==> src/flsp_map.vh <==
`ifndef FLSP_MAP_VH
`define FLSP_MAP_VH

// User command codes.
`define FLSP_OP_READ 4'h0
`define FLSP_OP_WRITE 4'h1
`define FLSP_OP_PROTECT 4'h2
`define FLSP_OP_UNPROT_ALL 4'h3
`define FLSP_OP_TEMP_ENTER 4'h4
`define FLSP_OP_TEMP_EXIT 4'h5
`define FLSP_OP_SEC_ENTER 4'h6
`define FLSP_OP_SEC_EXIT 4'h7
`define FLSP_OP_HW_RESET 4'h8

// Unprotect-all phases.
`define FLSP_PH_ALL 2'h0
`define FLSP_PH_CLEAR 2'h1
`define FLSP_PH_KEEP 2'h2

// Protection blocks per boot layout.
`define FLSP_NBLK 17

// Timing, in ns; the clock counts below are these times at 100 MHz, rounded up.
`define FLSP_T_SETUP_NS 10
`define FLSP_T_PULSE_NS 40
`define FLSP_T_HOLD_NS 20
`define FLSP_T_HV_SETTLE_NS 4000
`define FLSP_T_RST_PULSE_NS 500
`define FLSP_SETUP_CYC 16'h0001
`define FLSP_PULSE_CYC 16'h0004
`define FLSP_HOLD_CYC 16'h0002
`define FLSP_HV_CYC 16'h0190
`define FLSP_RST_CYC 16'h0032

// Bus-cycle words; set these to the part's command table.
`define FLSP_SEQ_LEN 2'h3
`define FLSP_UNLK1_ADDR 20'h0_0555
`define FLSP_UNLK1_DATA 16'h00AA
`define FLSP_UNLK2_ADDR 20'h0_02AA
`define FLSP_UNLK2_DATA 16'h0055
`define FLSP_SEC_ENTER_DATA 16'h0088
`define FLSP_SEC_EXIT_DATA 16'h0090
`define FLSP_PROT_DATA 16'h0060
`define FLSP_UNPROT_DATA 16'h0060
`define FLSP_UNPROT_OFS 20'h0_0040
`define FLSP_ID_PROT_OFS 20'h0_0002

`endif

==> src/flsp_ctrl.v <==
// Contract
// - Protect and unprotect only with high voltage on reset pin, normal cycles.
// - Host protects every sector before the first unprotect write.
// - Host re-protects each wanted sector separately after global unprotect.
// - Host always drives write guard pin to a defined level.
// - Host enters secured region with three-cycle sequence, leaves with exit sequence.
`timescale 1ns/1ps
`default_nettype none
`include "flsp_map.vh"

module flsp_ctrl #(
  parameter NBLK = `FLSP_NBLK,
  parameter [15:0] HV_CYC = `FLSP_HV_CYC,
  parameter [15:0] RST_CYC = `FLSP_RST_CYC
) (
  input wire clock,
  input wire resetn,
  input wire cmd_valid,
  input wire [3:0] cmd_op,
  input wire [19:0] cmd_addr,
  input wire [15:0] cmd_data,
  input wire [4:0] cmd_block,
  input wire [NBLK-1:0] keep_mask,
  input wire boot_top,
  input wire guard_high,
  output reg cmd_ready,
  output reg cmd_done,
  output reg [15:0] cmd_rdata,
  output reg verify_fail,
  output reg hv_on,
  output reg temp_mode,
  output reg in_secured,
  output wire [19:0] flash_addr,
  output wire [15:0] flash_dq_out,
  output wire flash_dq_oe,
  input wire [15:0] flash_dq_in,
  output wire flash_ce_n,
  output wire flash_we_n,
  output wire flash_oe_n,
  output reg flash_reset_n,
  output reg flash_reset_hv,
  output reg write_guard_accel_pin
);
  localparam S_IDLE = 3'd0;
  localparam S_HV_UP = 3'd1;
  localparam S_ISSUE = 3'd2;
  localparam S_WAIT = 3'd3;
  localparam S_HV_DOWN = 3'd4;
  localparam S_RST = 3'd5;
  localparam S_DONE = 3'd6;
  localparam [31:0] LAST_IDX = NBLK - 1;
  localparam [4:0] LAST_BLK = LAST_IDX[4:0];

  reg [2:0] state;
  reg [3:0] op;
  reg [1:0] phase;
  reg sub;
  reg [4:0] blk;
  reg [1:0] idx;
  reg [19:0] op_addr;
  reg [15:0] op_data;
  reg [15:0] wait_cnt;
  reg start;
  reg cur_we;
  reg [19:0] cur_addr;
  reg [15:0] cur_data;
  wire bus_done;
  wire [15:0] bus_rdata;
  wire [19:0] blk_addr;

  // Each block is addressed through its first sector; the device applies the
  // action to the whole block.
  function [7:0] blk_sector;
    input top;
    input [4:0] i;
    begin
      blk_sector = 8'h00;
      if (top)
      begin
        case (i)
          5'd0: blk_sector = 8'h00;
          5'd1: blk_sector = 8'h08;
          5'd2: blk_sector = 8'h20;
          5'd3: blk_sector = 8'h40;
          5'd4: blk_sector = 8'h60;
          5'd5: blk_sector = 8'h80;
          5'd6: blk_sector = 8'hA0;
          5'd7: blk_sector = 8'hC0;
          5'd8: blk_sector = 8'hE0;
          default: blk_sector = 8'hF8 + {3'b000, i - 5'd9};
        endcase
      end
      else
      begin
        case (i)
          5'd8: blk_sector = 8'h08;
          5'd9: blk_sector = 8'h20;
          5'd10: blk_sector = 8'h40;
          5'd11: blk_sector = 8'h60;
          5'd12: blk_sector = 8'h80;
          5'd13: blk_sector = 8'hA0;
          5'd14: blk_sector = 8'hC0;
          5'd15: blk_sector = 8'hE0;
          5'd16: blk_sector = 8'hF8;
          default: blk_sector = {3'b000, i};
        endcase
      end
    end
  endfunction

  assign blk_addr = {blk_sector(boot_top, blk), 12'h000};

  always @*
  begin
    cur_we = 1'b1;
    cur_addr = 20'h0_0000;
    cur_data = 16'h0000;
    case (op)
      `FLSP_OP_READ:
      begin
        cur_we = 1'b0;
        cur_addr = op_addr;
      end
      `FLSP_OP_WRITE:
      begin
        cur_addr = op_addr;
        cur_data = op_data;
      end
      `FLSP_OP_SEC_ENTER, `FLSP_OP_SEC_EXIT:
      begin
        cur_addr = (idx == 2'd0) ? `FLSP_UNLK1_ADDR :
                   (idx == 2'd1) ? `FLSP_UNLK2_ADDR : `FLSP_UNLK1_ADDR;
        cur_data = (idx == 2'd0) ? `FLSP_UNLK1_DATA :
                   (idx == 2'd1) ? `FLSP_UNLK2_DATA :
                   (op == `FLSP_OP_SEC_ENTER) ? `FLSP_SEC_ENTER_DATA : `FLSP_SEC_EXIT_DATA;
      end
      `FLSP_OP_PROTECT, `FLSP_OP_UNPROT_ALL:
      begin
        if (op == `FLSP_OP_UNPROT_ALL && phase == `FLSP_PH_CLEAR)
        begin
          cur_addr = `FLSP_UNPROT_OFS;
          cur_data = `FLSP_UNPROT_DATA;
        end
        else if (!sub)
        begin
          cur_addr = blk_addr;
          cur_data = `FLSP_PROT_DATA;
        end
        else
        begin
          cur_we = 1'b0;
          cur_addr = blk_addr | `FLSP_ID_PROT_OFS;
        end
      end
      default:
        cur_we = 1'b0;
    endcase
  end

  flsp_bus_cycle u_cycle (
    .clock(clock),
    .resetn(resetn),
    .start(start),
    .is_write(cur_we),
    .addr(cur_addr),
    .wdata(cur_data),
    .done(bus_done),
    .rdata(bus_rdata),
    .flash_addr(flash_addr),
    .flash_dq_out(flash_dq_out),
    .flash_dq_oe(flash_dq_oe),
    .flash_dq_in(flash_dq_in),
    .flash_ce_n(flash_ce_n),
    .flash_we_n(flash_we_n),
    .flash_oe_n(flash_oe_n)
  );

  always @(posedge clock or negedge resetn)
  begin
    if (!resetn)
    begin
      state <= S_IDLE;
      op <= `FLSP_OP_READ;
      phase <= `FLSP_PH_ALL;
      sub <= 1'b0;
      blk <= 5'd0;
      idx <= 2'd0;
      op_addr <= 20'h0_0000;
      op_data <= 16'h0000;
      wait_cnt <= 16'h0000;
      start <= 1'b0;
      cmd_ready <= 1'b1;
      cmd_done <= 1'b0;
      cmd_rdata <= 16'h0000;
      verify_fail <= 1'b0;
      hv_on <= 1'b0;
      temp_mode <= 1'b0;
      in_secured <= 1'b0;
      flash_reset_n <= 1'b1;
      flash_reset_hv <= 1'b0;
      write_guard_accel_pin <= 1'b0;
    end
    else
    begin
      // The guard pin follows the user level from reset on and is never released.
      write_guard_accel_pin <= guard_high;
      start <= 1'b0;
      cmd_done <= 1'b0;
      case (state)
        S_IDLE:
        begin
          if (cmd_valid && cmd_ready)
          begin
            cmd_ready <= 1'b0;
            op <= cmd_op;
            op_addr <= cmd_addr;
            op_data <= cmd_data;
            phase <= `FLSP_PH_ALL;
            sub <= 1'b0;
            idx <= 2'd0;
            blk <= (cmd_op == `FLSP_OP_PROTECT) ? cmd_block : 5'd0;
            verify_fail <= 1'b0;
            case (cmd_op)
              `FLSP_OP_PROTECT, `FLSP_OP_UNPROT_ALL, `FLSP_OP_TEMP_ENTER:
              begin
                if (cmd_op == `FLSP_OP_PROTECT && cmd_block > LAST_BLK)
                begin
                  verify_fail <= 1'b1;
                  state <= S_DONE;
                end
                else if (hv_on)
                  state <= (cmd_op == `FLSP_OP_TEMP_ENTER) ? S_DONE : S_ISSUE;
                else
                begin
                  flash_reset_hv <= 1'b1;
                  wait_cnt <= HV_CYC - 16'h0001;
                  state <= S_HV_UP;
                end
              end
              `FLSP_OP_TEMP_EXIT:
              begin
                temp_mode <= 1'b0;
                flash_reset_hv <= 1'b0;
                hv_on <= 1'b0;
                wait_cnt <= HV_CYC - 16'h0001;
                state <= S_HV_DOWN;
              end
              `FLSP_OP_HW_RESET:
              begin
                temp_mode <= 1'b0;
                flash_reset_hv <= 1'b0;
                hv_on <= 1'b0;
                flash_reset_n <= 1'b0;
                wait_cnt <= RST_CYC - 16'h0001;
                state <= S_RST;
              end
              default:
                state <= S_ISSUE;
            endcase
          end
        end
        S_HV_UP:
        begin
          if (wait_cnt == 16'h0000)
          begin
            hv_on <= 1'b1;
            if (op == `FLSP_OP_TEMP_ENTER)
            begin
              temp_mode <= 1'b1;
              state <= S_DONE;
            end
            else
              state <= S_ISSUE;
          end
          else
            wait_cnt <= wait_cnt - 16'h0001;
        end
        S_ISSUE:
        begin
          // Blocks that are not to stay protected are skipped in the re-protect pass.
          if (op == `FLSP_OP_UNPROT_ALL && phase == `FLSP_PH_KEEP && !keep_mask[blk])
          begin
            // A skipped last block must not drop the voltage that temporary mode relies on.
            if (blk == LAST_BLK)
              state <= temp_mode ? S_DONE : S_HV_DOWN;
            else
              blk <= blk + 5'd1;
            if (blk == LAST_BLK && !temp_mode)
            begin
              flash_reset_hv <= 1'b0;
              hv_on <= 1'b0;
              wait_cnt <= HV_CYC - 16'h0001;
            end
          end
          else
          begin
            start <= 1'b1;
            state <= S_WAIT;
          end
        end
        S_WAIT:
        begin
          if (bus_done)
          begin
            state <= S_ISSUE;
            case (op)
              `FLSP_OP_READ:
              begin
                cmd_rdata <= bus_rdata;
                state <= S_DONE;
              end
              `FLSP_OP_SEC_ENTER, `FLSP_OP_SEC_EXIT:
              begin
                if (idx == `FLSP_SEQ_LEN - 2'd1)
                begin
                  in_secured <= (op == `FLSP_OP_SEC_ENTER);
                  state <= S_DONE;
                end
                else
                  idx <= idx + 2'd1;
              end
              `FLSP_OP_PROTECT, `FLSP_OP_UNPROT_ALL:
              begin
                if (op == `FLSP_OP_UNPROT_ALL && phase == `FLSP_PH_CLEAR)
                begin
                  phase <= `FLSP_PH_KEEP;
                  blk <= 5'd0;
                end
                else if (!sub)
                  sub <= 1'b1;
                else
                begin
                  sub <= 1'b0;
                  if (!bus_rdata[0])
                    verify_fail <= 1'b1;
                  if (op == `FLSP_OP_PROTECT || (blk == LAST_BLK && phase == `FLSP_PH_KEEP))
                    state <= temp_mode ? S_DONE : S_HV_DOWN;
                  else if (blk == LAST_BLK)
                    phase <= `FLSP_PH_CLEAR;
                  else
                    blk <= blk + 5'd1;
                  if (!temp_mode && (op == `FLSP_OP_PROTECT ||
                      (blk == LAST_BLK && phase == `FLSP_PH_KEEP)))
                  begin
                    flash_reset_hv <= 1'b0;
                    hv_on <= 1'b0;
                    wait_cnt <= HV_CYC - 16'h0001;
                  end
                end
              end
              default:
                state <= S_DONE;
            endcase
          end
        end
        S_HV_DOWN:
        begin
          if (wait_cnt == 16'h0000)
            state <= S_DONE;
          else
            wait_cnt <= wait_cnt - 16'h0001;
        end
        S_RST:
        begin
          if (wait_cnt == 16'h0000)
          begin
            flash_reset_n <= 1'b1;
            in_secured <= 1'b0;
            state <= S_DONE;
          end
          else
            wait_cnt <= wait_cnt - 16'h0001;
        end
        S_DONE:
        begin
          cmd_done <= 1'b1;
          cmd_ready <= 1'b1;
          state <= S_IDLE;
        end
        default:
          state <= S_IDLE;
      endcase
    end
  end
endmodule
`default_nettype wire

==> src/flsp_bus_cycle.v <==
`timescale 1ns/1ps
`default_nettype none
`include "flsp_map.vh"

module flsp_bus_cycle #(
  parameter [15:0] SETUP_CYC = `FLSP_SETUP_CYC,
  parameter [15:0] PULSE_CYC = `FLSP_PULSE_CYC,
  parameter [15:0] HOLD_CYC = `FLSP_HOLD_CYC
) (
  input wire clock,
  input wire resetn,
  input wire start,
  input wire is_write,
  input wire [19:0] addr,
  input wire [15:0] wdata,
  output reg done,
  output reg [15:0] rdata,
  output reg [19:0] flash_addr,
  output reg [15:0] flash_dq_out,
  output reg flash_dq_oe,
  input wire [15:0] flash_dq_in,
  output reg flash_ce_n,
  output reg flash_we_n,
  output reg flash_oe_n
);
  localparam B_IDLE = 2'd0;
  localparam B_SETUP = 2'd1;
  localparam B_PULSE = 2'd2;
  localparam B_HOLD = 2'd3;

  reg [1:0] state;
  reg [15:0] cnt;
  reg wr;

  // Read data is sampled on the last cycle of the strobe, when it has settled longest.
  always @(posedge clock or negedge resetn)
  begin
    if (!resetn)
    begin
      state <= B_IDLE;
      cnt <= 16'h0000;
      wr <= 1'b0;
      done <= 1'b0;
      rdata <= 16'h0000;
      flash_addr <= 20'h0_0000;
      flash_dq_out <= 16'h0000;
      flash_dq_oe <= 1'b0;
      flash_ce_n <= 1'b1;
      flash_we_n <= 1'b1;
      flash_oe_n <= 1'b1;
    end
    else
    begin
      done <= 1'b0;
      case (state)
        B_IDLE:
        begin
          if (start)
          begin
            wr <= is_write;
            flash_addr <= addr;
            flash_dq_out <= wdata;
            flash_dq_oe <= is_write;
            flash_ce_n <= 1'b0;
            cnt <= SETUP_CYC - 16'h0001;
            state <= B_SETUP;
          end
        end
        B_SETUP:
        begin
          if (cnt == 16'h0000)
          begin
            flash_we_n <= ~wr;
            flash_oe_n <= wr;
            cnt <= PULSE_CYC - 16'h0001;
            state <= B_PULSE;
          end
          else
            cnt <= cnt - 16'h0001;
        end
        B_PULSE:
        begin
          if (cnt == 16'h0000)
          begin
            if (!wr)
              rdata <= flash_dq_in;
            flash_we_n <= 1'b1;
            flash_oe_n <= 1'b1;
            cnt <= HOLD_CYC - 16'h0001;
            state <= B_HOLD;
          end
          else
            cnt <= cnt - 16'h0001;
        end
        B_HOLD:
        begin
          if (cnt == 16'h0000)
          begin
            flash_ce_n <= 1'b1;
            flash_dq_oe <= 1'b0;
            done <= 1'b1;
            state <= B_IDLE;
          end
          else
            cnt <= cnt - 16'h0001;
        end
        default:
          state <= B_IDLE;
      endcase
    end
  end
endmodule
`default_nettype wire

==> config.mk <==
export PLATFORM = sky130hd
export DESIGN_NAME = flsp_ctrl
export DESIGN_NICKNAME = d
export VERILOG_FILES = /design/src/flsp_ctrl.v /design/src/flsp_bus_cycle.v
export VERILOG_INCLUDE_DIRS = /design/src
export SDC_FILE = /design/constraint.sdc
export NUM_CORES = 1
export LEC_CHECK = 0
export BUFFER_PORTS_ARGS = -buffer_cell sky130_fd_sc_hd__buf_2
export CAP_MARGIN = 5
export CORE_MARGIN = 2
export CORE_UTILIZATION = 60
export DETAILED_ROUTE_END_ITERATION = 8
export HOLD_SLACK_MARGIN = 0.02
export PLACE_DENSITY_LB_ADDON = 0.2
export REMOVE_ABC_BUFFERS = 1
export SKIP_LAST_GASP = 1
export SYNTH_ARGS = -nofsm -noshare
export SYNTH_HDL_FRONTEND = slang
export SYNTH_SLANG_ARGS = --single-unit
==> constraint.sdc <==
create_clock -name clock -period 6.2 [get_ports clock]
set_clock_uncertainty 0.2 [all_clocks]
set_input_delay 0.31 -clock clock [delete_from_list [all_inputs] [get_ports clock]]
set_output_delay 0.31 -clock clock [all_outputs]
set_load 0.02 [all_outputs]
# --- After elaboration in Yosys (flattened, before gate mapping) ---
# Index checks and enable logic that the tools add are counted.
# Widths: inputs -> output; s select.
totals:
  register_bits: 171
  in_bits: 83
  output_inout_bits: 65
  word_cells: 308
classes:
  n_addsub: 6
  order_cmp: 2
  n_eq_ne: 72
  muxes: 139
  n_bitwise: 1
  n_reduce_logical: 57
ops:
  columns: ["op", "count"]
  rows:
  - ["$mux 16", 15]
  - ["$pmux 8 s9", 2]
  - ["$pmux 16 s4", 2]
  - ["$pmux 16 s3", 2]
  - ["$pmux 20 s3", 1]
  - ["$mux 5", 10]
  - ["$mux 1", 47]
  - ["$mux 3", 14]
  - ["$eq 5x4->1 const B", 8]
  - ["$ne 2x2->1 const B", 17]
  - ["$logic_not 16->1", 2]
  - ["$mux 2", 16]
  - ["$sub 16x1->16 const B", 2]
  - ["$reduce_and 5->1", 5]
  - ["$mux 8", 3]
  - ["$pmux 1 s2", 12]
  - ["$mux 11", 2]
  - ["$reduce_and 7->1", 3]
  - ["$eq 4x3->1 const B", 5]
  - ["$eq 5x3->1 const B", 4]
  - ["$mux 20", 1]
  - ["$ne 3x3->1 const B", 6]
  - ["$eq 4x2->1 const B", 4]
  - ["$pmux 3 s5", 1]
  - ["other kinds (47)", 93]

# --- Depth between registers and ports, before layout ---
depth:
  depth_word: 10
  depth_mapped: 11
  ltp_nobuf: 10

# --- By module ---
# Synthesis repeated with hierarchy kept, for this count alone.
unflattened:
  cells_unflattened: 851
  hier_area_um2: 9173.8
by_module_without_submodules:
  columns: ["mod", "n_inst", "cells_per_inst", "area_each_um2", "seq_area_each_um2"]
  rows:
  - ["flsp_ctrl", 1, 577, 5669.2, 2379.8]
  - ["flsp_bus_cycle", 1, 274, 3504.6, 1905.6]

# --- Worst setup path before layout ---
# Ideal clock, no wire load.
synth_path:
  path_kind: "register to register"
  from: "register blk[1]"
  to: "register wait_cnt[3]"
  setup_ns: 0.132
  arrival_ns: 2.332
  required_ns: 5.868
  path_slack_ns: 3.536
  path_stages_with_launch: 11
  n_path_buf: 2
  period_less_slack_ns: 2.664
  path_cell_list: "dfrtp_1 > buf_2 > inv_1 > ha_1 > nand4bb_1 > a211o_1 > o311a_4 > or3b_1 > buf_2 > o31ai_1 > o31ai_1"
synth_between:
  elab_chain_cells: 6
  word_cells_on_any_way: 13
  classes_between: "eq/ne (4); mux (2); reduce/logical (7)"
synth_rtl:
  columns: ["item", "line_no", "text"]
  rows:
  - ["start, declared", "flsp_ctrl.v:58", "reg [4:0] blk;"]
  - ["start signal, assigned", "flsp_ctrl.v:221", "blk <= (cmd_op == `FLSP_OP_PROTECT) ? cmd_block : 5'd0;"]
  - ["start signal, assigned", "flsp_ctrl.v:287", "blk <= blk + 5'd1;"]
  - ["start signal, assigned", "flsp_ctrl.v:341", "blk <= blk + 5'd1;"]
  - ["$bmux 1 s5 or $eq 5x5->1 (tied branches)", "flsp_ctrl.v:281, flsp_ctrl.v:288, flsp_ctrl.v:343", null]
  - ["$mux 1 (not written as such) or $logic_and 1x1->1 (tied branches)", null, null]
  - ["$logic_not 1->1 or $logic_or 1x1->1 (tied branches)", "flsp_ctrl.v:281, flsp_ctrl.v:342", null]
  - ["$logic_and 1x1->1 (on tied branches)", "flsp_ctrl.v:281, flsp_ctrl.v:342", null]
  - ["$ne 2x2->1 (no source line)", null, null]
  - ["$reduce_and 13->1 (no source line) (*)", null, null]
  - ["end signal, assigned", "flsp_ctrl.v:276", "wait_cnt <= wait_cnt - 16'h0001;"]
  - ["end signal, assigned", "flsp_ctrl.v:292", "wait_cnt <= HV_CYC - 16'h0001;"]
  - ["end signal, assigned", "flsp_ctrl.v:347", "wait_cnt <= HV_CYC - 16'h0001;"]
  - ["end, declared", "flsp_ctrl.v:62", "reg [15:0] wait_cnt;"]
# Every way passes the cells marked *; elsewhere a longest branch is shown, timed or not. The select of a mux whose other input is x is not followed.
# A chain may end at the register's enable or synchronous reset.

# --- Worst setup path in the final report ---
layout_path:
  from: "register state[0]"
  to: "register cmd_rdata[10]"
layout_between:
  elab_chain_cells: 2
layout_rtl:
  columns: ["item", "line_no", "text"]
  rows:
  - ["start, declared", "flsp_ctrl.v:54", "reg [2:0] state;"]
  - ["start signal, assigned", "flsp_ctrl.v:232", "state <= (cmd_op == `FLSP_OP_TEMP_ENTER) ? S_DONE : S_ISSUE;"]
  - ["start signal, assigned", "flsp_ctrl.v:285", "state <= temp_mode ? S_DONE : S_HV_DOWN;"]
  - ["start signal, assigned", "flsp_ctrl.v:337", "state <= temp_mode ? S_DONE : S_HV_DOWN;"]
  - ["$eq 3x2->1", "flsp_ctrl.v:209", "case (state)"]
  - ["$reduce_and 3->1 (no source line)", null, null]
  - ["end signal, assigned", "flsp_ctrl.v:309", "cmd_rdata <= bus_rdata;"]
  - ["end, declared", "flsp_ctrl.v:28", "output reg [15:0] cmd_rdata,"]
# No other way between the ends.

==> results.md <==
- Ant diodes: 0
- Area occupied by multi-input gates: 0.00426 mm²
- Max-slew headroom: 25.7%
- Crit share post-route: 55.5%
- Syn-to-layout area delta: 22.5%
- Die Wd: 125 µm
- Setup_tns: 0 ns
- Later-pin clock latency in the skew report: 0.43 ns
- CP max stage delay: 0.83 ns
- Hold Violations, Final: 0
- Cells after DPL: 1151
- Leak: 0.00511 µW
- Vias in the first global route: 7444
- Final Max Slew Viols: 0
- Via count: 7531
- Status: finished, final reports clean
- IO Port Bufs: 147
- Syn_area_per_cell: 10.3 µm²
- Final Wtd Congestion: 0.926
- Core Box Area: 0.0145 mm²
- Warnings, synthesis: 0
- RSZ-0062 raised after global routing: false
- Grt ovf: 0
- Initial core utilization: 61.0%
- Tmin final: 3.44 ns
- HPWL Detailed: 13900 µm
- Finished Layout Cells: 1243
- CTS clk-pin slew, worst paths: 0.07 ns
- Min-delay worst type: in2reg
- TritonCTS Buffers: 17
- Std cell rows: 44
- Share of post-route cells with drive strength above 1: 26.6%
- Setup crit end kind: flip-flop
- Pwr/cell area: 210 mW/mm²
- DRC Markers: 0
- Global-route wire length before repair: 36400 µm
- Worst-Margin Slew: 1.11 ns
- Most frequent cell after synthesis: dfrtp_1
- Cells along the critical path: clkinv_1, nor2_1, nand4b_1, mux2_2
- Clock net sink count: 171
- Fin nets: 1146
- Top achievable clock speed: 291 MHz
- Final ANT Viol Nets: 0
- Cells after synthesis: 858
- Worst EP required: 6.31 ns
- DRT iter0 DRCs: 574
- Post-synthesis instance area: 0.00884 mm²
- Final setup vio count: 0
- WP data arrival: 3.55 ns
- Slowest CP cell: nand4b_1
- Ports: 148
- Max-Cap Viols: 0
- CTS tree: done
- Root buffer cell: clkbuf_16
- CP max FO: 18
- Vias per std cell: 6.06
- Largest net degree at the start of global routing: 119
- VDD IR max: 0.000170 V
- Synth async-reset ratio: 100%
- # Post-CTS Setup Buffers: 0
- Number of enable flip-flop cells after synthesis: 0
- DR pass1 iterations: 8
- Seq/Total Area, Yosys: 48.5%
- Routed wire length: 22000 µm
- CTS H-tree depth: 4
- GRT Util Overall: 28.5%
- Seq. cell area: 0.00429 mm²
- Ys flop type: dfrtp_1
- Number of fill cells in the layout: 1031
- Largest cells by area after synthesis: dfrtp_1 47%, mux2_2 9.2%, nand2_1 3.6%
- Setup CP Type: reg2reg
- #FFs+latches synth: 171
- Initial antenna violation count: 0
- Commonest cells in the netlist: 166 x dfrtp_1, 84 x nand2_1, 72 x mux2_2
- Clk buf depth: 2
- CP Launch Type: flip-flop
- Die ar.: 0.0157 mm²
- Share of the synthesized area in the top cell type: 47.0%
- Distinct cells, synth: 86
- Die height: 125 µm
- Dominant cell type by area after synthesis: dfrtp_1
- Wire length per cell: 17.7 µm
[power by group]
group / leakage, µW / internal (µW) / switching [µW] / total, µW
combinational: 0.00256 / 56.4 / 52.1 / 108
clock: 0.000280 / 588 / 451 / 1040
sequential: 0.00227 / 1120 / 4.05 / 1130
[cell type report]
| class | count | area share (%) |
|---|---|---|
| Tap cell | 184 | 2.13 |
| Inverter | 22 | 0.763 |
| Clock inverter | 12 | 1.05 |
| Multi-Input combinational cell | 621 | 39.3 |
| Clock buffer | 20 | 4.31 |
| Sequential cell | 171 | 39.6 |
| Timing Repair Buffer | 213 | 12.8 |
[sequential cells by signal, summed over array words and instances (netlist names), 3 cells and up]
name                  flops
u_cycle.flash_dq_out     16
cmd_rdata                16
blk                       5
u_cycle.flash_addr       20
u_cycle.rdata            16
u_cycle.cnt              16
op                        4
state                     3
wait_cnt                 16
op_data                  16
op_addr                  20
[worst max-delay path, delay by kind of cell (launching register included)]
kind / cells / cell delay (ns)
flip-flops: 1 / 0.72
AND/OR/NAND/NOR: 2 / 1.39
buffers and inverters: 1 / 0.44
multiplexers: 1 / 0.58
[worst paths after layout]
path                                        from               endpoint  slack (ns)  depth (start not counted)
max                                     state[0]          cmd_rdata[10]        2.76                          4
min                                    cmd_op[2]                  op[2]        0.04                          2
max reg2reg                             state[0]          cmd_rdata[10]        2.76                          4
min reg2reg                u_cycle.flash_addr[2]  u_cycle.flash_addr[2]        0.28                          2
max in group asynchronous                 resetn        u_cycle.cnt[11]        4.11                          3
min in group asynchronous                 resetn            op_addr[18]        0.39                          2
[cell usage in the layout, fill, tap and decap left out, drive strengths merged, types with 20 or more instances in the layout]
cell type	synthesis	routed
dfrtp	166	166
buf	19	153
nand2	84	84
mux2	74	74
o21ai	64	64
dlygate4sd3	0	60
a21oi	58	58
nor2	55	55
nor3	34	34
inv	20	22
clkbuf	25	20
[cell families (layout without fill, tap and decap cells)]
kind of cell,Yosys count,count (layout),share of synthesized area (%)
simple gates,271,271,16.3
compound gates,234,234,17.4
buf+inv,66,267,3.36
flops,171,171,48.5
fa+ha+maj,17,17,2.41
mux,85,85,10.7
xor+xnor,14,14,1.39
[repair_timing]
action,in CTS,in global routing
endpoints found under the hold margin,171,0
gates resized for setup,0,0
hold buffers,60,0
[metrics by stage]
stage | area [µm²] | util, % | setup WS, ns | total power [µW] | hold WS [ns]
finish | 10800 | 74.8 | 2.76 | 2270 | 0.0387
global route | 10800 | 74.8 | 2.49 | 2350 | 0.0380
CTS | 10800 | 74.8 | 2.78 | 2280 | 0.0210
detailed placement | 9640 | 66.6 | 2.77 | 1230 | 0.221
global placement | 9640 | 66.6 | 2.90 | 1220 | 0.221
floorplan | 8620 | - | 3.27 | 1170 | -0.186
[metal layers]
layer  wire, µm  GRT usage (%)  vias up
li1           -              -     3508
met1       9100           36.5     3650
met2      11000           48.0      310
met3       1230           5.61       63
met4        689           11.2        0
met5          0              0        -
Note: power is estimated with default switching activity, not from simulation.
